### src/peiu_consts.vh
// constants for the phy event interrupt unit
// assumes a 32-bit axi4-lite slave on a single clock
`ifndef PEIU_CONSTS_VH
`define PEIU_CONSTS_VH
// register byte offsets
`define PEIU_OFF_MASK 4'h0
`define PEIU_OFF_STAT 4'h4
`define PEIU_OFF_AUX 4'h8
`define PEIU_OFF_CTRL 4'hC
// field positions
`define PEIU_BIT_GLOBAL 15
`define PEIU_BIT_SPEED 14
`define PEIU_BIT_LINK 13
`define PEIU_BIT_DUPLEX 12
`define PEIU_BIT_NEGERR 11
`define PEIU_BIT_NEGDONE 10
`define PEIU_BIT_PD 9
`define PEIU_BIT_SYMERR 8
`define PEIU_BIT_FLF 7
`define PEIU_BIT_TXFIFO 6
`define PEIU_BIT_RXFIFO 5
`define PEIU_BIT_FCAR 3
`define PEIU_BIT_DSHIFT 2
`define PEIU_BIT_ROLE 1
`define PEIU_BIT_RXERR 0
`define PEIU_BIT_LPM 6
// control register bits
`define PEIU_CTL_SOFT 0
`define PEIU_CTL_KEEP 1
`define PEIU_CTL_NEG 2
`define PEIU_CTL_PDD 3
// used cause bits: 14..5 and 3..0
`define PEIU_CAUSE_MASK 16'h7FEF
// reset values
`define PEIU_RST_MASK 16'h0000
`define PEIU_RST_STAT 16'h0000
`define PEIU_RST_AUX 16'h0000
`define PEIU_RST_CTRL 4'h4
// axi responses
`define PEIU_RESP_OKAY 2'h0
`define PEIU_RESP_SLVERR 2'h2
`endif

### src/peiu_top.v
// phy event interrupt unit: cause latching, masking and axi4-lite registers
// assumes event inputs are one-cycle pulses synchronous to CLK
// Operation
// mask bit 15 is global enable, reset zero
// enable bits keep value on soft reset if sticky
// unmask bits 14..5, 3..0, reset zero
// status bit 15 set when any cause pending
// status bits clear when status is read
// speed change sets bit 14 if negotiating
// link change or energy sets bit 13
// duplex change sets bit 12 if negotiating
// negotiation error sets bit 11
// negotiation done sets bit 10
// powered device sets bit 9 if detecting
// symbol error sets bit 8
// fast link failure sets bit 7
// transmit fifo fault sets bit 6
// receive fifo fault sets bit 5
// false carrier sets bit 3
// downshift sets bit 2
// role resolution error sets bit 1
// receive error sets bit 0
// aux bit 6 enables energy events, sticky
// irq when enabled and unmasked cause pending
// event during status read stays pending
//
// Design decisions made here: the AXI4-Lite slave port and the register offsets.
`include "peiu_consts.vh"
module peiu_top (
   input wire CLK,
   input wire RSTN,
   input wire EV_SPEED_CHANGE,
   input wire EV_LINK_CHANGE,
   input wire EV_ENERGY_DETECT,
   input wire EV_DUPLEX_CHANGE,
   input wire EV_NEG_ERROR,
   input wire EV_NEG_DONE,
   input wire EV_POWERED_DEVICE,
   input wire EV_SYMBOL_ERROR,
   input wire EV_FAST_LINKFAIL,
   input wire EV_TX_FIFO_FAULT,
   input wire EV_RX_FIFO_FAULT,
   input wire EV_FALSE_CARRIER,
   input wire EV_DOWNSHIFT,
   input wire EV_ROLE_ERROR,
   input wire EV_RECEIVE_ERROR,
   output reg IRQ,
   input wire [3:0] S_AXI_AWADDR,
   input wire S_AXI_AWVALID,
   output reg S_AXI_AWREADY,
   input wire [31:0] S_AXI_WDATA,
   input wire [3:0] S_AXI_WSTRB,
   input wire S_AXI_WVALID,
   output reg S_AXI_WREADY,
   output reg [1:0] S_AXI_BRESP,
   output reg S_AXI_BVALID,
   input wire S_AXI_BREADY,
   input wire [3:0] S_AXI_ARADDR,
   input wire S_AXI_ARVALID,
   output reg S_AXI_ARREADY,
   output reg [31:0] S_AXI_RDATA,
   output reg [1:0] S_AXI_RRESP,
   output reg S_AXI_RVALID,
   input wire S_AXI_RREADY
);
   // ----------------------------------------
   // registers
   // ----------------------------------------
   reg [15:0] mask_reg;
   reg [15:0] stat_reg;
   reg [15:0] aux_reg;
   reg [3:0] ctrl_reg;
   reg [3:0] awaddr_reg;
   reg [31:0] wdata_reg;
   reg [3:0] wstrb_reg;
   reg aw_have_reg;
   reg w_have_reg;
   reg [15:0] stat_next;
   reg [15:0] cause;
   wire wr_fire;
   wire rd_fire;
   wire soft_rst;
   wire keep;
   wire stat_read;
   wire global_irq_enable;
   wire negotiation_enable;
   wire powered_device_detect_enable;
   wire link_power_mgmt_enable;

   // byte-lane merge of a 16-bit register
   function [15:0] merge16;
      input [15:0] old;
      input [31:0] data;
      input [3:0] strb;
      begin
         merge16 = old;
         if (strb[0]) begin
            merge16[7:0] = data[7:0];
         end
         if (strb[1]) begin
            merge16[15:8] = data[15:8];
         end
      end
   endfunction

   assign global_irq_enable = mask_reg[`PEIU_BIT_GLOBAL];
   assign negotiation_enable = ctrl_reg[`PEIU_CTL_NEG];
   assign powered_device_detect_enable = ctrl_reg[`PEIU_CTL_PDD];
   assign link_power_mgmt_enable = aux_reg[`PEIU_BIT_LPM];
   assign keep = ctrl_reg[`PEIU_CTL_KEEP];
   assign wr_fire = aw_have_reg && w_have_reg && !S_AXI_BVALID;
   assign rd_fire = S_AXI_ARVALID && S_AXI_ARREADY;
   assign soft_rst = wr_fire && (awaddr_reg[3:2] == `PEIU_OFF_CTRL >> 2)
      && wstrb_reg[0] && wdata_reg[`PEIU_CTL_SOFT];
   assign stat_read = rd_fire && (S_AXI_ARADDR[3:2] == `PEIU_OFF_STAT >> 2);

   // ----------------------------------------
   // cause collection
   // ----------------------------------------
   always @* begin
      cause = 16'h0000;
      cause[`PEIU_BIT_SPEED] = EV_SPEED_CHANGE && negotiation_enable;
      cause[`PEIU_BIT_LINK] = EV_LINK_CHANGE
         || (EV_ENERGY_DETECT && link_power_mgmt_enable);
      cause[`PEIU_BIT_DUPLEX] = EV_DUPLEX_CHANGE && negotiation_enable;
      cause[`PEIU_BIT_NEGERR] = EV_NEG_ERROR;
      cause[`PEIU_BIT_NEGDONE] = EV_NEG_DONE;
      cause[`PEIU_BIT_PD] = EV_POWERED_DEVICE && powered_device_detect_enable;
      cause[`PEIU_BIT_SYMERR] = EV_SYMBOL_ERROR;
      cause[`PEIU_BIT_FLF] = EV_FAST_LINKFAIL;
      cause[`PEIU_BIT_TXFIFO] = EV_TX_FIFO_FAULT;
      cause[`PEIU_BIT_RXFIFO] = EV_RX_FIFO_FAULT;
      cause[`PEIU_BIT_FCAR] = EV_FALSE_CARRIER;
      cause[`PEIU_BIT_DSHIFT] = EV_DOWNSHIFT;
      cause[`PEIU_BIT_ROLE] = EV_ROLE_ERROR;
      cause[`PEIU_BIT_RXERR] = EV_RECEIVE_ERROR;
   end

   // ----------------------------------------
   // pending status
   // ----------------------------------------
   always @* begin
      stat_next = stat_reg & `PEIU_CAUSE_MASK;
      if (stat_read) begin
         stat_next = 16'h0000;
      end
      stat_next = stat_next | cause;
      stat_next[`PEIU_BIT_GLOBAL] = |(stat_next & `PEIU_CAUSE_MASK);
   end

   always @(posedge CLK or negedge RSTN) begin
      if (!RSTN) begin
         stat_reg <= `PEIU_RST_STAT;
      end else if (soft_rst) begin
         stat_reg <= cause | {|cause, 15'h0000};
      end else begin
         stat_reg <= stat_next;
      end
   end

   // ----------------------------------------
   // mask, aux and control registers
   // ----------------------------------------
   always @(posedge CLK or negedge RSTN) begin
      if (!RSTN) begin
         mask_reg <= `PEIU_RST_MASK;
         aux_reg <= `PEIU_RST_AUX;
         ctrl_reg <= `PEIU_RST_CTRL;
      end else begin
         if (soft_rst && !keep) begin
            mask_reg <= `PEIU_RST_MASK;
            aux_reg <= `PEIU_RST_AUX;
         end else if (wr_fire && awaddr_reg[3:2] == `PEIU_OFF_MASK >> 2) begin
            mask_reg <= merge16(mask_reg, wdata_reg, wstrb_reg)
               & (`PEIU_CAUSE_MASK | 16'h8000);
         end else if (wr_fire && awaddr_reg[3:2] == `PEIU_OFF_AUX >> 2) begin
            aux_reg <= merge16(aux_reg, wdata_reg, wstrb_reg)
               & 16'h0040;
         end
         if (wr_fire && awaddr_reg[3:2] == `PEIU_OFF_CTRL >> 2 && wstrb_reg[0]) begin
            ctrl_reg <= {wdata_reg[3:1], 1'b0};
         end
      end
   end

   // ----------------------------------------
   // interrupt output
   // ----------------------------------------
   always @(posedge CLK or negedge RSTN) begin
      if (!RSTN) begin
         IRQ <= 1'b0;
      end else begin
         IRQ <= global_irq_enable
            && |(stat_reg & mask_reg & `PEIU_CAUSE_MASK);
      end
   end

   // ----------------------------------------
   // axi4-lite write channel
   // ----------------------------------------
   always @(posedge CLK or negedge RSTN) begin
      if (!RSTN) begin
         aw_have_reg <= 1'b0;
         w_have_reg <= 1'b0;
         awaddr_reg <= 4'h0;
         wdata_reg <= 32'h00000000;
         wstrb_reg <= 4'h0;
         S_AXI_AWREADY <= 1'b0;
         S_AXI_WREADY <= 1'b0;
         S_AXI_BVALID <= 1'b0;
         S_AXI_BRESP <= `PEIU_RESP_OKAY;
      end else begin
         S_AXI_AWREADY <= !aw_have_reg && !S_AXI_AWREADY && !S_AXI_BVALID;
         S_AXI_WREADY <= !w_have_reg && !S_AXI_WREADY && !S_AXI_BVALID;
         if (S_AXI_AWVALID && S_AXI_AWREADY) begin
            aw_have_reg <= 1'b1;
            awaddr_reg <= S_AXI_AWADDR;
            S_AXI_AWREADY <= 1'b0;
         end
         if (S_AXI_WVALID && S_AXI_WREADY) begin
            w_have_reg <= 1'b1;
            wdata_reg <= S_AXI_WDATA;
            wstrb_reg <= S_AXI_WSTRB;
            S_AXI_WREADY <= 1'b0;
         end
         if (wr_fire) begin
            aw_have_reg <= 1'b0;
            w_have_reg <= 1'b0;
            S_AXI_BVALID <= 1'b1;
            S_AXI_BRESP <= (awaddr_reg[3:2] == `PEIU_OFF_STAT >> 2)
               ? `PEIU_RESP_SLVERR : `PEIU_RESP_OKAY;
         end else if (S_AXI_BVALID && S_AXI_BREADY) begin
            S_AXI_BVALID <= 1'b0;
         end
      end
   end

   // ----------------------------------------
   // axi4-lite read channel
   // ----------------------------------------
   always @(posedge CLK or negedge RSTN) begin
      if (!RSTN) begin
         S_AXI_ARREADY <= 1'b0;
         S_AXI_RVALID <= 1'b0;
         S_AXI_RDATA <= 32'h00000000;
         S_AXI_RRESP <= `PEIU_RESP_OKAY;
      end else begin
         S_AXI_ARREADY <= !S_AXI_ARREADY && !S_AXI_RVALID && S_AXI_ARVALID;
         if (rd_fire) begin
            S_AXI_RVALID <= 1'b1;
            S_AXI_RRESP <= `PEIU_RESP_OKAY;
            case (S_AXI_ARADDR[3:2])
               2'h0: S_AXI_RDATA <= {16'h0000, mask_reg};
               2'h1: S_AXI_RDATA <= {16'h0000, stat_reg};
               2'h2: S_AXI_RDATA <= {16'h0000, aux_reg};
               2'h3: S_AXI_RDATA <= {28'h0000000, ctrl_reg};
               default: S_AXI_RDATA <= 32'h00000000;
            endcase
         end else if (S_AXI_RVALID && S_AXI_RREADY) begin
            S_AXI_RVALID <= 1'b0;
         end
      end
   end
endmodule

### config.mk
export PLATFORM = sky130hd
export DESIGN_NAME = peiu_top
export DESIGN_NICKNAME = d
export VERILOG_FILES = /design/src/peiu_top.v
export VERILOG_INCLUDE_DIRS = /design/src
export SDC_FILE = /design/constraint.sdc
export NUM_CORES = 1
export LEC_CHECK = 0
export BUFFER_PORTS_ARGS = -buffer_cell sky130_fd_sc_hd__buf_2
export CAP_MARGIN = 10
export CORE_MARGIN = 2
export CORE_UTILIZATION = 30
export CTS_BUF_LIST = sky130_fd_sc_hd__clkbuf_4 sky130_fd_sc_hd__clkbuf_8
export CTS_CLUSTER_SIZE = 30
export DETAILED_ROUTE_END_ITERATION = 12
export GPL_TIMING_DRIVEN = 0
export PLACE_DENSITY_LB_ADDON = 0.25
export REMOVE_ABC_BUFFERS = 1
export SLEW_MARGIN = 25
export SYNTH_ARGS = -nofsm -noshare
export SYNTH_HDL_FRONTEND = slang
export SYNTH_SLANG_ARGS = --single-unit
### constraint.sdc
create_clock -name CLK -period 1.5 [get_ports CLK]
set_clock_uncertainty 0.05 [all_clocks]
set_input_delay 0.075 -clock CLK [delete_from_list [all_inputs] [get_ports CLK]]
set_output_delay 0.075 -clock CLK [all_outputs]
set_load 0.01 [all_outputs]
Yosys cells after proc, flatten, opt, wreduce, memory -nomap -nowiden --
Index checks and enable logic that the tools add are counted.
Operators by class: multipliers 0, magnitude comparators 0, reduce and logical (&&, ||, !) cells 51, muxes and demuxes 22, shift-type cells 0, equality and inequality tests 7, bitwise gates (word level) 3, div/mod/pow operators 0, $add $sub $neg 0
Operators with widths (number):
- case mux 32 bit (4 select lines) | 1
- two-way mux 16 bit | 6
- OR reduction 14 bit | 3
- logical AND 1 bit | 25
- two-way mux 8 bit | 2
- bitwise OR 15 x 16 -> 16 bit | 1
- nonzero test 2 bit | 8
- bitwise AND 15 bit | 1
- two-way mux 15 bit | 1
- bitwise OR 15 bit | 1
- two-way mux 1 bit | 10
- equality test 2 bit (second input constant) | 4
- zero test 1 bit | 8
- two-way mux 7 bit | 1
- AND reduction 2 bit | 3
- equality test 2 x 1 -> 1 bit (second input constant) | 2
- zero test 2 bit | 2
- AND reduction 3 bit | 1
- two-way mux 2 bit | 1
- != test 2 bit (second input constant) | 1
- logical OR 1 bit | 1
Word-level totals: memory bits (read-only) 0, word-level logic and storage cells 103, memories kept 0, memory bits (writable) 0, output and inout bits 42, bits of input ports 66, flip-flop bits (word level) 115, latch bits 0

Depth between registers and ports, before layout --
Gate-level depths: netlist of run 1.
word-level depth 8, depth in mapped cells 5, mapped depth without buffers 3

Worst setup path after synthesis of run 1 --
OpenSTA, ideal clock, no wires.
path kind reg-to-reg, from register S_AXI_BVALID, to register ctrl_reg[1], setup slack -0.010 ns, path buffers 0, arrival 1.336 ns, stages on the path, launching flop included 4, cells stage by stage dfrtp_1 nand4b_1 nor2_1 mux2_2
Between the ends: longest elaborated chain between the ends 4
Ends and longest elaborated chain:
- start: declaration | line peiu_top.v:56 | output reg S_AXI_BVALID,
- start signal: assignment | line peiu_top.v:210 | S_AXI_BVALID <= 1'b0;
- start signal: assignment | line peiu_top.v:229 | S_AXI_BVALID <= 1'b1;
- start signal: assignment | line peiu_top.v:233 | S_AXI_BVALID <= 1'b0;
- zero test 1 bit | line peiu_top.v:111 | assign wr_fire = aw_have_reg && w_have_reg && !S_AXI_BVALID;
- logical AND 1 bit | line peiu_top.v:111
- logical AND 1 bit (2 in series) | line peiu_top.v:180 | if (wr_fire && awaddr_reg[3:2] == `PEIU_OFF_CTRL >> 2 && wstrb_reg[0]) begin
- end signal: assignment | line peiu_top.v:168 | ctrl_reg <= `PEIU_RST_CTRL;
- end signal: assignment | line peiu_top.v:181 | ctrl_reg <= {wdata_reg[3:1], 1'b0};
- end: declaration | line peiu_top.v:72 | reg [3:0] ctrl_reg;
No other way between the ends. A chain may end at the register's enable or synchronous reset.

Worst setup path after layout of run 1 --
from register S_AXI_BVALID, to register stat_reg[13]
Between the ends: longest elaborated chain between the ends 6
Ends and longest elaborated chain:
- zero test 1 bit | line peiu_top.v:111
- logical AND 1 bit | line peiu_top.v:111
- logical AND 1 bit (3 in series) | line peiu_top.v:113 | assign soft_rst = wr_fire && (awaddr_reg[3:2] == `PEIU_OFF_CTRL >> 2)
- two-way mux 16 bit | line peiu_top.v:154 | end else if (soft_rst) begin
- end signal: assignment | line peiu_top.v:153 | stat_reg <= `PEIU_RST_STAT;
- end signal: assignment | line peiu_top.v:155 | stat_reg <= cause | {|cause, 15'h0000};
- end signal: assignment | line peiu_top.v:157 | stat_reg <= stat_next;
- end: declaration | line peiu_top.v:70 | reg [15:0] stat_reg;
No other way between the ends.

==> results of run 1 <==
## area by class of cell
cell class              count  share of cell area, %
flip-flops and latches     77                  42.60
multi-input cells         198                  30.93
clock inverters             4                 0.4963
inverters                   5                 0.4136
repair buffers            114                  18.11
well taps                 143                  3.943
clock buffers              12                  3.502
## cells by family (layout without fill, tap and decap cells)
kind of cell    after synthesis  in the layout
compound gates               79             79
buf+inv                      38            135
simple gates                 61             61
flops                        77             77
mux                          38             38
other cells                   1             20
## layer usage
layer  GRT usage (%)  wire length [µm]  vias to the layer above
met3           4.210               477                        9
met4           4.280               125                        0
met1           19.03              3872                     1231
met2           21.06              3762                       78
met5               0                 0                        -
li1                -                 -                     1244
## cell usage after synthesis (2+ instances only)
library cell | instances | share of area [%]
buf_4 | 20 | 4.4
a21o_1 | 11 | 2.4
nor4_1 | 5 | 0.91
a211oi_1 | 2 | 0.44
o21ai_0 | 31 | 4.5
inv_1 | 5 | 0.54
nand2_1 | 23 | 2.5
dfrtp_1 | 76 | 55
buf_2 | 6 | 0.87
clkbuf_1 | 4 | 0.44
a21oi_1 | 10 | 1.5
a22oi_1 | 10 | 2.2
nand4b_1 | 2 | 0.51
mux2i_1 | 12 | 3.5
nor3_1 | 2 | 0.29
mux2_2 | 26 | 8.5
a22o_1 | 8 | 2.0
and4b_1 | 2 | 0.58
buf_1 | 2 | 0.22
nand3_1 | 11 | 1.6
nor3_2 | 2 | 0.58
nor2_1 | 4 | 0.44
nand3b_1 | 2 | 0.44
## how the worst min path moves through the flow
stage	cells past startpoint	end	slack [ns]	from
6_report	4	stat_reg[15]$_DFF_PN0_	0.03	EV_LINK_CHANGE
5_1_grt	4	stat_reg[15]$_DFF_PN0_	0.03	EV_LINK_CHANGE
4_1_cts	4	stat_reg[15]$_DFF_PN0_	0.009	EV_LINK_CHANGE
3_5_place_dp	1	S_AXI_AWREADY$_DFF_PN0_	-0.01	RSTN
3_3_place_gp	2	S_AXI_BVALID$_DFFE_PN0P_	0.21	S_AXI_BREADY
2_1_floorplan	0	IRQ$_DFF_PN0_	-0.27	RSTN
## worst max-delay path: stages, from the launching register on
cell	delay, ns
dfrtp_2	0.42
and4b_4	0.36
a41oi_4	0.16
buf_6	0.18
a21bo_2	0.18
## cells in the final DEF (no fill, tap or decap), drive strengths merged, types with 5 or more instances in the layout
master       count
buf             77
dfrtp           76
dlygate4sd3     37
o21ai           32
mux2            26
nand2           23
conb            20
mux2i           12
clkbuf          12
a21o            11
nand3           11
a21oi           10
a22oi           10
a22o             9
inv              5
nor4             5
## power by group
| group | internal (W) | switching (W) | leakage [nW] |
|---|---|---|---|
| logic | 0.00111 | 0.000922 | 1.04 |
| clock network | 0.000702 | 0.000748 | 0.0956 |
| registers | 0.00280 | 0.000680 | 0.924 |
| total | 0.00461 | 0.00235 | 2.06 |
## per-stage QoR
step	TNS, ns	setup WS [ns]
after floorplan	-0.06517	-0.04443
after global placement	-21.97	-0.2356
after detailed placement	-4.941	-0.1766
after CTS	0	0.001408
after global routing	-0.3256	-0.04696
final	0	0.02776
## timing repair
item,CTS,global route
hold buffers,37,0
setup endpoints to repair,61,41
resized for setup,13,5
pin swaps,5,7
setup buffers,6,6
endpoints found under the hold margin,113,0
==> impl_metrics.tcl, run 1 <==
set metrics [dict create \
    cts.path.max_buffers 2 \
    status "complete, no violations" \
    r2r_cells 4 \
    synth_xor_area_share_pct 0 \
    grt_pass1_wl_mm 13.65 \
    post_drt_wl_per_cell_um 14.90 \
    diodes 0 \
    end_kind "flop" \
    fin_crit_sh_pct 98.15 \
    whs_ns 0.03168 \
    grt_pass1_vias 2574 \
    grtUsageTotal_pct 13.84 \
    synthMuxAreaShare_pct 11.98 \
    ys_types 41 \
    dr.first_iter.drc_count 92 \
    seqCellArea_mm2 0.001933 \
    powerDensity_mw_per_mm2 1533 \
    layout.cells.non_filler 553 \
    cp_max_fo 6 \
    postLayoutCoreUtil_pct 40.09 \
    htree_levels 3 \
    num_vias 2562 \
    ys_ff_latch 77 \
    hp-class "in -> reg" \
    antenna_left 0 \
    dpl-instance-area_mm2 0.003832 \
    antenna_found_initial 0 \
    fp-row-count 39 \
    die_x_um 111.2 \
    reg2reg_slack_ns 0.03 \
    max_freq_mhz 679.2 \
    synth_edf_count 0 \
    drc 0 \
    multiInputGateArea_mm2 0.001404 \
    power.total_w 0.006959 \
    cp.arrival_ns 1.67 \
    cp.required_ns 1.69 \
    grt-ovfl-total 0 \
    syn_area_per_cell_um2 11.72 \
    coreArea_mm2 0.01132 \
    rr_endpoint "stat_reg[13]$_DFF_PN0_" \
    clock_latency_ns 0.35 \
    worst_ir_drop_vdd_mv 0.7869 \
    fin_nets 471 \
    grt_max_degree 49 \
    start_util_pct 30.44 \
    synth-simple-area-share_pct 9.913 \
    root_buffer "clkbuf_8" \
    p_leak_nw 2.063 \
    ys_seq_area_share_pct 55.95 \
    clk_pin_slew_ns 0.08 \
    routed_wl_mm 8.238 \
    cts.sinks 77 \
    start_kind "flop" \
    cts_inserted_buffers 9 \
    synth_area_mm2 0.003446 \
    fin_crit_ns 1.472 \
    hold_violations 0 \
    cts_tree "yes" \
    synth_cells 294 \
    synth_fa_ha_area_share_pct 0 \
    synth_compound_area_share_pct 15.29 \
    setup_violations 0 \
    nFillCells 1135 \
    rsz0062_at_grt "true" \
    synthArstFlopShare_pct 100.0 \
    firstDrtPassIters 4 \
    area_growth_pct 31.70 \
    drive_gt1_share_pct 33.90 \
    synth_flop_cell "dfrtp_1" \
    ys_warn_count 0 \
    slew_viol_final 0 \
    die_h_um 111.2 \
    viasPerCell 4.633 \
    dp.cells 488 \
    r2r_start "S_AXI_BVALID$_DFFE_PN0P_" \
    endpoint "stat_reg[13]$_DFF_PN0_" \
    ios 108 \
    post-dp-hpwl_mm 5.902 \
    synth_top_family_by_area "compound AO/OA/AOI/OAI gates" \
    numPortBuffers 64 \
    fin_area_mm2 0.004538 \
    die-area_mm2 0.01236 \
    gp_congestion 0.8211 \
    cp-startpoint "S_AXI_BVALID$_DFFE_PN0P_" \
    criticalPathCategory "reg -> reg" \
    max-cap-violations 0 \
]
Power figures use the tool's default switching activity.
==> run 2, diff against run 1 <==
--- a/config.mk
+++ b/config.mk
@@ -9,7 +9,7 @@
 export BUFFER_PORTS_ARGS = -buffer_cell sky130_fd_sc_hd__buf_2
 export CAP_MARGIN = 10
 export CORE_MARGIN = 2
-export CORE_UTILIZATION = 30
+export CORE_UTILIZATION = 35
 export CTS_BUF_LIST = sky130_fd_sc_hd__clkbuf_4 sky130_fd_sc_hd__clkbuf_8
 export CTS_CLUSTER_SIZE = 30
 export DETAILED_ROUTE_END_ITERATION = 12
==> run 2 against run 1 <==
Net effect: the flow now finishes with violations (negative setup slack); design area is 1.8% higher; cell count is 0.90% lower; core utilization is 7.6 points higher; largest cell class unchanged; highest routed layer unchanged; die area is 14% lower; critical endpoint is now ctrl_reg[3]$_DFFE_PN0N_; global-route usage is 2.8 points higher; sequential share of layout area is 0.71 points lower; combinational power is 8% higher; total power is 4.6% higher; register-to-register slack worse by 0.05 ns.
==> impl_metrics.tcl, run 2 (synthesis results as in run 1) <==
set metrics [dict create \
    status "complete, but fails checks" \
    violations "negative setup slack" \
    die_h_um 103.2 \
    die-area_mm2 0.01065 \
    hp-class "in -> reg" \
    nFillCells 908 \
    end_kind "flop" \
    powerDensity_mw_per_mm2 1576 \
    layout_commonest_cell "dfrtp_1" \
    routed_wl_mm 8.152 \
    gp_congestion 0.8394 \
    hold_violations 0 \
    cp_max_fo 4 \
    met2_usage_pct 26.02 \
    numPortBuffers 64 \
    cts_tree "yes" \
    fin_crit_sh_pct 101.8 \
    met1_usage_pct 21.94 \
    start_kind "flop" \
    postLayoutCoreUtil_pct 47.69 \
    slew_viol_final 0 \
    drive_gt1_share_pct 34.94 \
    grt_busiest_layer "met2" \
    coreArea_mm2 0.009684 \
    fin_area_mm2 0.004618 \
    max_freq_mhz 655.0 \
    setup_slack_ns -0.02673 \
    mostFrequentLayoutCells "dfrtp_1, buf_2, dlygate4sd3_1" \
    dp.cells 478 \
    start_util_pct 35.58 \
    post-dp-hpwl_mm 5.629 \
    worst_ir_drop_vdd_mv 0.8765 \
    post_drt_wl_per_cell_um 14.88 \
    cts.sinks 77 \
    use_met3_pct 5.242 \
    worst_slew_pin_slew_ns 0.4954 \
    fin_crit_ns 1.527 \
    max-cap-violations 0 \
    cts_inserted_buffers 9 \
    criticalPathCategory "reg -> reg" \
    rsz0062_at_grt "true" \
    seqCellArea_mm2 0.001934 \
    cp.required_ns 1.68 \
    num_vias 2666 \
    antenna_found_initial 0 \
    grt_pass1_vias 2639 \
    cp.arrival_ns 1.71 \
    root_buffer "clkbuf_8" \
    grt-ovfl-total 0 \
    firstDrtPassIters 4 \
    die_x_um 103.2 \
    htree_levels 3 \
    ios 108 \
    dr.first_iter.drc_count 90 \
    grt_max_degree 52 \
    clk_pin_slew_ns 0.07 \
    area_growth_pct 34.02 \
    setup_violations 2 \
    antenna_left 0 \
    diodes 0 \
    relSlewSlack_pct 66.75 \
    drc 0 \
    fin_nets 477 \
    layout.cells.non_filler 548 \
    multiInputGateArea_mm2 0.001419 \
    dpl-instance-area_mm2 0.003820 \
    cts.path.max_buffers 2 \
    grt_pass1_wl_mm 13.32 \
    viasPerCell 4.865 \
    grtUsageTotal_pct 16.65 \
    fp-row-count 36 \
    clock_latency_ns 0.35 \
    p_leak_nw 2.112 \
]
## run 2: cell count changes in the layout (fill, tap and decap cells not counted), sizes merged
cell      change
buf           +6
clkinv        -3
clkbuf        +2
bufinv        +1
clkinvlp      -1
## run 2: layout make-up
cell class,instances,share of cell area [%]
inverter,5,0.4064
timing repair buffer,120,18.97
tap,133,3.603
clock inverter,1,0.6502
multi-input combinational,198,30.72
sequential,77,41.89
clock buffer,14,3.766
## run 2: timing repair
item | in CTS | in global routing
pin swaps | 3 | 2
resized for setup | 14 | 11
setup endpoints to repair | 61 | 41
hold buffers | 37 | 0
buffers inserted | 14 | 4
hold endpoints to repair | 114 | 0
cloned | 0 | 0
## run 2: metal layers
metal / wire [µm] / up-vias
met2: 3815 / 80
met5: 0 / -
li1: - / 1265
met3: 436 / 10
met4: 133 / 0
met1: 3767 / 1311
## run 2: worst max-delay path, stage by stage, from the launching register on
cell and delay [ns]:
dfrtp_2 0.42, nand4b_1 0.27, buf_4 0.21, nor2_4 0.15
mux2_4 0.31
## run 2: final timing paths
check / start / end / slack [ns] / cells after the start
worst max-delay path: S_AXI_BVALID$_DFFE_PN0P_ / ctrl_reg[3]$_DFFE_PN0N_ / -0.03 / 4
worst min-delay path: EV_LINK_CHANGE / stat_reg[15]$_DFF_PN0_ / 0.02 / 4
worst max register to register: S_AXI_BVALID$_DFFE_PN0P_ / ctrl_reg[3]$_DFFE_PN0N_ / -0.03 / 4
worst min register to register: S_AXI_AWREADY$_DFF_PN0_ / S_AXI_AWREADY$_DFF_PN0_ / 0.40 / 1
max in group asynchronous: RSTN / mask_reg[13]$_DFFE_PN0P_ / 0.71 / 3
min in group asynchronous: RSTN / wstrb_reg[0]$_DFFE_PN0P_ / 0.12 / 2
## run 2: power breakdown
part | internal, W | switching [W] | total [W]
sequential | 0.00280 | 0.000662 | 0.00346
combinational | 0.00120 | 0.000995 | 0.00220
clock | 0.000908 | 0.000708 | 0.00162
total | 0.00491 | 0.00237 | 0.00728
## run 2: per-stage QoR
stage	total power, W	TNS, ns	setup slack, ns	hold slack (ns)
floorplan	0.004503	-0.06517	-0.04443	-0.2706
global placement	0.005163	-20.47	-0.2225	0.2090
detailed placement	0.005249	-4.927	-0.2107	-0.03052
CTS	0.007228	-0.0004521	-0.0004521	0.003379
global route	0.007789	-0.7758	-0.1052	0.02234
finish	0.007278	-0.04483	-0.02673	0.02486
